===== config.mk =====
export PLATFORM = sky130hd
export DESIGN_NAME = irq_clear_regs
export DESIGN_NICKNAME = d
export VERILOG_FILES = /design/src/rtl/irq_clear_pkg.sv /design/src/rtl/irq_flag.sv /design/src/rtl/irq_clear_regs.sv
export VERILOG_INCLUDE_DIRS = /design/src /design/src/rtl
export SDC_FILE = /design/constraint.sdc
export NUM_CORES = 1
export LEC_CHECK = 0
export CORE_UTILIZATION = 55
export DETAILED_ROUTE_END_ITERATION = 8
export DONT_BUFFER_PORTS = 1
export GPL_ROUTABILITY_DRIVEN = 0
export PLACE_DENSITY = 0.77
export SLEW_MARGIN = 10
export SYNTH_ARGS = -nofsm -noshare
export SYNTH_HDL_FRONTEND = slang
export SYNTH_SLANG_ARGS = --single-unit

===== constraint.sdc =====
create_clock -name sys_clk -period 1.7 [get_ports sys_clk]
set_input_delay 0.17 -clock sys_clk [delete_from_list [all_inputs] [get_ports sys_clk]]
set_output_delay 0.17 -clock sys_clk [all_outputs]
set_load 0.02 [all_outputs]

===== src/rtl/irq_clear_consts.svh =====
/*
  Constants for the interrupt clear and identification register bank:
  register offsets, bit positions, reset values and ident defaults.
  Assumes inclusion by the package and design files via bare name.
*/
// Operation
// Writing one to clear bit 7 clears framing error interrupt; zero does nothing.
// Writing one to clear bit 6 clears receive time-out interrupt; zero nothing.
// Writing one to clear bit 5 clears transmit interrupt; zero leaves it.
// Writing one to clear bit 4 clears receive interrupt; zero leaves it.
// Software ignores reserved bits and preserves them in read-modify-write.
// Ident registers 0xfd0/0xfd4/0xfd8 return fixed ident bytes 0, 1, 2.
// A clear removes both raw and masked status of that source.
// Clear register sits at 0x044, write-one-to-clear, reads zero.
`ifndef IRQ_CLEAR_CONSTS_SVH
`define IRQ_CLEAR_CONSTS_SVH

`define OFS_RAW_STATUS 12'h03c
`define OFS_MASK 12'h038
`define OFS_MASKED_STATUS 12'h040
`define OFS_INTERRUPT_CLEAR 12'h044
`define OFS_EVENT_SET 12'h048
`define OFS_IDENT_BYTE_FOUR 12'hfd0
`define OFS_IDENT_BYTE_FIVE 12'hfd4
`define OFS_IDENT_BYTE_SIX 12'hfd8

`define IRQ_LSB 4
`define IRQ_COUNT 4
`define BIT_FRAMING 7
`define BIT_RX_TIMEOUT 6
`define BIT_TX 5
`define BIT_RX 4

`define RESET_IRQ 4'h0
`define IDENT_DEFAULT 24'h5a3c96
`define ADDR_WIDTH 12

`endif


===== src/rtl/irq_clear_pkg.sv =====
/*
  Types shared by the register bank.
  Assumes the constants header is on the include path.
*/
`include "irq_clear_consts.svh"
package irq_clear_pkg;
  typedef enum logic [1:0] {
    bus_idle,
    bus_access
  } bus_phase_t;
  typedef logic [`IRQ_COUNT-1:0] irq_vec_t;
endpackage


===== src/rtl/irq_flag.sv =====
/*
  One sticky interrupt status bit with write-one-to-clear.
  Assumes set and clear are single-cycle strobes on sys_clk.
*/
`timescale 1ns/1ps
module irq_flag (
  input wire logic sys_clk, // clock
  input wire logic rst_b, // async reset, low
  input wire logic set_pulse, // event
  input wire logic clear_pulse, // software clear
  output logic flag // sticky status
);
  logic flag_q;
  logic flag_d;

  // set wins over a same-cycle clear
  always_comb begin
    flag_d = flag_q;
    if (clear_pulse) begin
      flag_d = 1'b0;
    end
    if (set_pulse) begin
      flag_d = 1'b1;
    end
  end

  always_ff @(posedge sys_clk or negedge rst_b) begin
    if (!rst_b) begin
      flag_q <= 1'b0;
    end else begin
      flag_q <= flag_d;
    end
  end

  assign flag = flag_q;
endmodule


===== src/rtl/irq_clear_regs.sv =====
/*
  Interrupt status, mask, clear and identification registers on APB.
  Assumes a synchronous APB master on sys_clk; event inputs are pulses.
*/
// Implementation choice: the APB interface to the registers.
`timescale 1ns/1ps
`include "irq_clear_consts.svh"
module irq_clear_regs #(
  parameter logic [23:0] IDENT_VALUE = `IDENT_DEFAULT // arbitrary value
) (
  input wire logic sys_clk, // 100 MHz clock
  input wire logic rst_b, // async reset, low
  input wire logic psel, // apb select
  input wire logic penable, // apb enable
  input wire logic pwrite, // apb direction
  input wire logic [11:0] paddr, // apb byte address
  input wire logic [31:0] pwdata, // apb write data
  output logic [31:0] prdata, // apb read data
  output logic pready, // apb ready
  output logic pslverr, // apb error
  input wire logic [3:0] irq_event, // rx, tx, rx_timeout, framing
  output logic [3:0] raw_status, // sticky raw status
  output logic [3:0] masked_status, // raw and mask
  output logic irq // level interrupt
);
  irq_clear_pkg::bus_phase_t phase_q;
  irq_clear_pkg::bus_phase_t phase_d;
  logic [31:0] rdata_q;
  logic [31:0] rdata_d;
  logic err_q;
  logic err_d;
  irq_clear_pkg::irq_vec_t mask_q;
  irq_clear_pkg::irq_vec_t mask_d;
  irq_clear_pkg::irq_vec_t clear_vec;
  irq_clear_pkg::irq_vec_t set_vec;
  irq_clear_pkg::irq_vec_t raw;
  logic wr_take;
  logic rd_take;
  logic mapped;

  // write taken in the first access cycle, read taken in setup; no wait states
  assign wr_take = psel && penable && pwrite &&
    (phase_q == irq_clear_pkg::bus_access);
  assign rd_take = psel && !penable;

  always_comb begin
    unique case (paddr)
      `OFS_RAW_STATUS, `OFS_MASK, `OFS_MASKED_STATUS,
      `OFS_INTERRUPT_CLEAR, `OFS_EVENT_SET,
      `OFS_IDENT_BYTE_FOUR, `OFS_IDENT_BYTE_FIVE,
      `OFS_IDENT_BYTE_SIX: mapped = 1'b1;
      default: mapped = 1'b0;
    endcase
  end

  // bus phase: setup latches read data and error, access answers
  always_comb begin
    phase_d = phase_q;
    rdata_d = rdata_q;
    err_d = err_q;
    unique case (phase_q)
      irq_clear_pkg::bus_idle: begin
        if (rd_take) begin
          phase_d = irq_clear_pkg::bus_access;
          err_d = !mapped;
          rdata_d = 32'h0000_0000;
          if (!pwrite) begin
            unique case (paddr)
              `OFS_RAW_STATUS:
                rdata_d[`BIT_FRAMING:`IRQ_LSB] = raw;
              `OFS_MASK:
                rdata_d[`BIT_FRAMING:`IRQ_LSB] = mask_q;
              `OFS_MASKED_STATUS:
                rdata_d[`BIT_FRAMING:`IRQ_LSB] = raw & mask_q;
              `OFS_IDENT_BYTE_FOUR:
                rdata_d[7:0] = IDENT_VALUE[7:0];
              `OFS_IDENT_BYTE_FIVE:
                rdata_d[7:0] = IDENT_VALUE[15:8];
              `OFS_IDENT_BYTE_SIX:
                rdata_d[7:0] = IDENT_VALUE[23:16];
              // clear register and reserved bits read zero, see
              default: rdata_d = 32'h0000_0000;
            endcase
          end
        end
      end
      irq_clear_pkg::bus_access: begin
        phase_d = irq_clear_pkg::bus_idle;
      end
    endcase
  end

  // mask register
  always_comb begin
    mask_d = mask_q;
    if (wr_take && !err_q && paddr == `OFS_MASK) begin
      mask_d = pwdata[`BIT_FRAMING:`IRQ_LSB];
    end
  end

  // one written to a clear bit clears that source unless its event sets it in the same cycle; zero does nothing
  always_comb begin
    clear_vec = '0;
    if (wr_take && !err_q && paddr == `OFS_INTERRUPT_CLEAR) begin
      clear_vec[`BIT_FRAMING-`IRQ_LSB] = pwdata[`BIT_FRAMING];
      clear_vec[`BIT_RX_TIMEOUT-`IRQ_LSB] =
        pwdata[`BIT_RX_TIMEOUT];
      clear_vec[`BIT_TX-`IRQ_LSB] = pwdata[`BIT_TX];
      clear_vec[`BIT_RX-`IRQ_LSB] = pwdata[`BIT_RX];
    end
  end

  // software test set, plus hardware events
  always_comb begin
    set_vec = irq_event;
    if (wr_take && !err_q && paddr == `OFS_EVENT_SET) begin
      set_vec = irq_event | pwdata[`BIT_FRAMING:`IRQ_LSB];
    end
  end

  // raw flag cleared; masked view follows since it is derived, see
  genvar i;
  generate
    for (i = 0; i < `IRQ_COUNT; i++) begin : g_flag
      irq_flag u_flag (
        .sys_clk(sys_clk),
        .rst_b(rst_b),
        .set_pulse(set_vec[i]),
        .clear_pulse(clear_vec[i]),
        .flag(raw[i])
      );
    end
  endgenerate

  always_ff @(posedge sys_clk or negedge rst_b) begin
    if (!rst_b) begin
      phase_q <= irq_clear_pkg::bus_idle;
      rdata_q <= 32'h0000_0000;
      err_q <= 1'b0;
      mask_q <= `RESET_IRQ;
    end else begin
      phase_q <= phase_d;
      rdata_q <= rdata_d;
      err_q <= err_d;
      mask_q <= mask_d;
    end
  end

  assign pready = psel && penable && (phase_q == irq_clear_pkg::bus_access);
  assign pslverr = pready && err_q;
  assign prdata = rdata_q;
  assign raw_status = raw;
  assign masked_status = raw & mask_q;
  assign irq = |(raw & mask_q);
endmodule


## Word level (Yosys, flattened, before mapping)

Index checks and enable logic that the tools add are counted.

| storage, ports and cells | value |
|---|---|
| memory bits (writable) | 0 |
| bits in read-only memories | 0 |
| bits in latches | 0 |
| output and inout bits | 43 |
| logic and storage cells | 57 |
| register bits | 43 |
| memories | 0 |

| operators by class | value |
|---|---|
| multiply operators | 0 |
| reduce and logical (&&, ||, !) cells | 21 |
| divide/modulo/power cells | 0 |
| magnitude comparators | 0 |
| eq/ne operators | 10 |
| muxes and demuxes | 16 |
| add/subtract/negate cells | 0 |
| bitwise operators | 2 |
| shift operators | 0 |

Operator list:

| kind | number |
|---|---|
| $eq A12 B12 Y1 const B | 3 |
| $eq A12 B7 Y1 const B | 3 |
| $eq A12 B6 Y1 const B | 2 |
| $pmux W4 S6 | 1 |
| $pmux W4 S3 | 1 |
| $logic_and A1 B1 Y1 | 10 |
| $mux W1 | 9 |
| $mux W4 | 2 |
| $mux W8 | 1 |
| $reduce_bool A2 Y1 | 4 |
| $reduce_or A8 Y1 | 1 |
| $and A4 B4 Y4 | 1 |
| $or A4 B4 Y4 | 1 |
| $pmux W2 S2 | 1 |
| $reduce_or A4 Y1 | 1 |
| $logic_not A1 Y1 | 3 |
| $eq A2 B1 Y1 const B | 1 |
| $logic_not A2 Y1 | 1 |
| $mux W2 | 1 |
| $ne A2 B2 Y1 const B | 1 |
| $reduce_and A2 Y1 | 1 |

## Logic depth before layout (Yosys ltp)

| logic depth | value |
|---|---|
| depth after elaboration | 8 |
| mapped depth | 5 |

## By module

From an unflattened synthesis, not the netlist that was laid out.

| unflattened totals | value |
|---|---|
| cells, all modules | 143 |
| area, all modules | 1,328.8 µm² |

Modules (own cells, without submodules):

| module | instances | cells each | area an instance (µm²) |
|---|---|---|---|
| irq_clear_regs | 1 | 131 | 1,183.6 |
| irq_flag | 4 | 3 | 36.3 |

## Worst setup path before layout

OpenSTA, ideal clock, no wires.

| timing | value |
|---|---|
| path type | register to register |
| start | register phase_q[0] |
| end | register rdata_q[1] (netlist: prdata[1]) |
| slack | 0.107 ns |
| stages on the path, launching flop included | 4 |
| buffers on the path | 0 |
| data arrival time | 1.510 ns |
| required time | 1.617 ns |
| cells stage by stage | dfrtp_1 or3b_2 or4_2 o21ai_0 |

| between the ends | value |
|---|---|
| longest elaborated chain between the ends | 2 |

RTL lines:

| item | line | source |
|---|---|---|
| start: declaration | irq_clear_regs.sv:26 | `irq_clear_pkg::bus_phase_t phase_q;` |
| start signal: assignment | irq_clear_regs.sv:137 | `phase_q <= irq_clear_pkg::bus_idle;` |
| start signal: assignment | irq_clear_regs.sv:142 | `phase_q <= phase_d;` |
| $logic_not A2 Y1 | irq_clear_regs.sv:61 | `unique case (phase_q)` |
| $reduce_and A2 Y1 (no line) | -- |  |
| end signal: assignment | irq_clear_regs.sv:143 | `rdata_q <= rdata_d;` |
| end: declaration | irq_clear_regs.sv:28 | `logic [31:0] rdata_q;` |

No other way between the ends.
A chain may end at the register's enable or synchronous reset.

## Worst setup path in the final report

| timing | value |
|---|---|
| start | register mask_q[2] |
| end | output irq |

| between the ends | value |
|---|---|
| longest elaborated chain between the ends | 2 |

RTL lines:

| item | line | source |
|---|---|---|
| start: declaration | irq_clear_regs.sv:32 | `irq_clear_pkg::irq_vec_t mask_q;` |
| start signal: assignment | irq_clear_regs.sv:140 | `` mask_q <= `RESET_IRQ; `` |
| start signal: assignment | irq_clear_regs.sv:145 | `mask_q <= mask_d;` |
| $and A4 B4 Y4 | irq_clear_regs.sv:154 | `assign irq = \|(raw & mask_q);` |
| $reduce_or A4 Y1 | irq_clear_regs.sv:154 |  |
| end: declaration | irq_clear_regs.sv:24 | `output logic irq` |

No other way between the ends.

==> metrics.txt <==
Internal Power=0.530 mW; Die Wd=49.8 um; TritonCTS sink count=17; IO Port Bufs=0; max cap viols=0; DR iter-0 viols=49; largest cells by area after synthesis=dfrtp_1, buf_4, nand2_1; cts bufs inserted=3; #FFs+latches synth=17; DR vias=1077; grt ovf=0; Final setup violation count=0; FILL cells=171; Switching Share=27.6%; period utilization=97.5%; GRT met2 Usage=38.1%; Main synth FF type=dfrtp_1; Clock Tree Buf Depth=2; P&R area growth vs syn=5.98%; Setup crit start kind=flip-flop; drt via density=5.85; Cell Area, Placed=1250 um2; Final WS setup=0.0427 ns; final instance area=1330 um2; worst skew pair latency=0.28 ns; Final nets=211; GRT Max-Usage Layer=met2; register share of total power=56.3%; Synth cell types=43; pre-CTS WS=0.0319 ns; GR Util met3=4.32%; Yosys warning total=0; CP Class=flip-flop to output pin; GR Util All Layers=23.2%; area leader, netlist=dfrtp_1; synthesized area=1250 um2; Worst IR Drop VDD=0.361 mV; Final Max Slew Viols=0; sequential fraction of the synthesis area=33.9%; Sequential Area=425 um2; setup bufs post-CTS=0; post-route minimum period=1.66 ns; Antenna diodes=0; Post-Syn Instances=141; number of global-route vias before repair=978; CP Cell Sequence=and2_1 > or4_4; share of layout cells above drive strength 1=19.7%; Critical Path RT=1.53 ns; top cells by instance count after synthesis=buf_4, nand2_1, dfrtp_1; Clk pwr share=28.8%; Worst path slowest cell=or4_4; I/O Pins=96; setup TNS=0 ns; routed len/inst=14.8 um; max_slew headroom=47.4%; core area=2060 um2; RSZ-0062 raised after global routing=false; Hold Crit Class=primary input to flip-flop; mean post-synth cell area=8.90 um2; H-tree Lvls=1; CP arrival=1.49 ns; GR Util met1=29.2%; global-route wire length before repair=4390 um; top cell type's share of synthesized area=33.9%; asr flop ratio synth=100%; routed wire length=2730 um; FP Rows=16; CTS clk-pin slew, worst paths=0.09 ns; combinational power share=14.9%; total power=0.732 mW; Residual DRC=0; most numerous cell in the Yosys netlist=buf_4; fmax=0.603 GHz; status=finished, final reports clean; Least-Margin Pin Slew=0.786 ns; crit-path max FO=3; root buffer cell=clkbuf_4; area of the multi-input gates=682 um2; Die ar.=2480 um2; Post-synth EDFFs=0; largest net degree at the start of global routing=18; Initial Utilization=60.9%; crit-path max cell delay=0.61 ns; WHS=0.00936 ns; Crit. End Element=output pin; worst clock skew=0.00324 ns; P per Cell Area=551 nW/um2; ANT nets after route=0; Leakage=0.556 nW; initial antenna violation count=0; DP HPWL=2060 um; first-pass iteration count of the detailed router=4; net load switching power=0.202 mW; Fin. Hold Viols=0; clock tree from TritonCTS=done; Die Height=49.8 um
[power by group through the flow]
| stage | combinational (mW) | sequential (mW) | clock (mW) |
|---|---|---|---|
| 2_1_floorplan | 0.126 | 0.419 | 0 |
| 3_3_place_gp | 0.0886 | 0.419 | 0 |
| 3_5_place_dp | 0.0895 | 0.420 | 0 |
| 4_1_cts | 0.107 | 0.412 | 0.213 |
| 5_1_grt | 0.118 | 0.413 | 0.227 |
| 6_report | 0.109 | 0.412 | 0.211 |
[metrics by stage]
step                      instances  utilization (%)
after global routing            184             64.5
after floorplan                 165                -
after detailed placement        175             60.5
after CTS                       184             64.2
final                           184             64.5
after global placement          175             60.5
[critical path: cells and delay by family (launching register included)]
family	cells	cell delay, ns
flip-flops	1	0.41
AND/OR/NAND/NOR	2	0.79
[cell usage in the layout (no fill, tap or decap), drive strengths merged, types with 2 or more instances in the layout]
cell type	Yosys	final
inv	4	4
dfrtp	17	17
nand3	3	3
or4	2	2
nor4	2	2
clkbuf	0	4
nand4	3	3
a221o	4	4
buf	30	13
nand2	19	19
nor3	5	5
dlygate4sd3	0	5
nand4b	2	2
nor2	4	4
o21ai	11	11
nor4b	3	3
a21oi	4	4
mux2	3	3
or3	2	2
conb	1	25
and2	5	5
[what timing repair did]
item / 4_1_cts / 5_1_grt
resized for setup: 0 / 2
hold buffers: 5 / 0
endpoints found under the hold margin: 21 / 0
endpoints found under the setup margin: 0 / 3
[area by class of cell]
type,instances,area share [%]
sequential,17,32.0
tap,27,2.54
timing repair buffer,18,11.1
clock buffer,4,1.98
multi-input combinational,114,51.3
inverter,4,1.13
[final timing paths]
| check | slack [ns] | endpoint | start | depth (start not counted) |
|---|---|---|---|---|
| max in group asynchronous | 0.81 | prdata[3] | rst_b | 1 |
| max | 0.04 | irq | mask_q[2] | 2 |
| min reg2reg | 0.53 | err_q | err_q | 2 |
| min in group asynchronous | 0.40 | prdata[7] | rst_b | 1 |
| min | 0.009 | mask_q[3] | pwdata[7] | 2 |
| max reg2reg | 0.13 | prdata[1] | phase_q[0] | 3 |
[kinds of logic (layout without fill, tap and decap cells)]
group / count (synthesis) / count (layout) / synth area share [%]
buffers and inverters: 34 / 26 / 19.4
AOI/OAI and AO/OA: 27 / 27 / 14.8
DFF: 17 / 17 / 33.9
and+or+nand+nor: 59 / 59 / 28.9
other: 1 / 25 / 0.299
muxes: 3 / 3 / 2.69
[routing by layer]
metal / routed length (um) / vias to the layer above
li1: - / 487
met1: 1040 / 504
met2: 1330 / 76
met3: 244 / 10
met4: 106 / 0
met5: 0 / -
[flip-flops by register name (all words and copies together), names as in the netlist]
signal,count
mask_q,4
phase_q,1
g_flag.u_flag.flag,4
prdata,7
err_q,1
No activity file was read; power rests on OpenSTA's default activity.
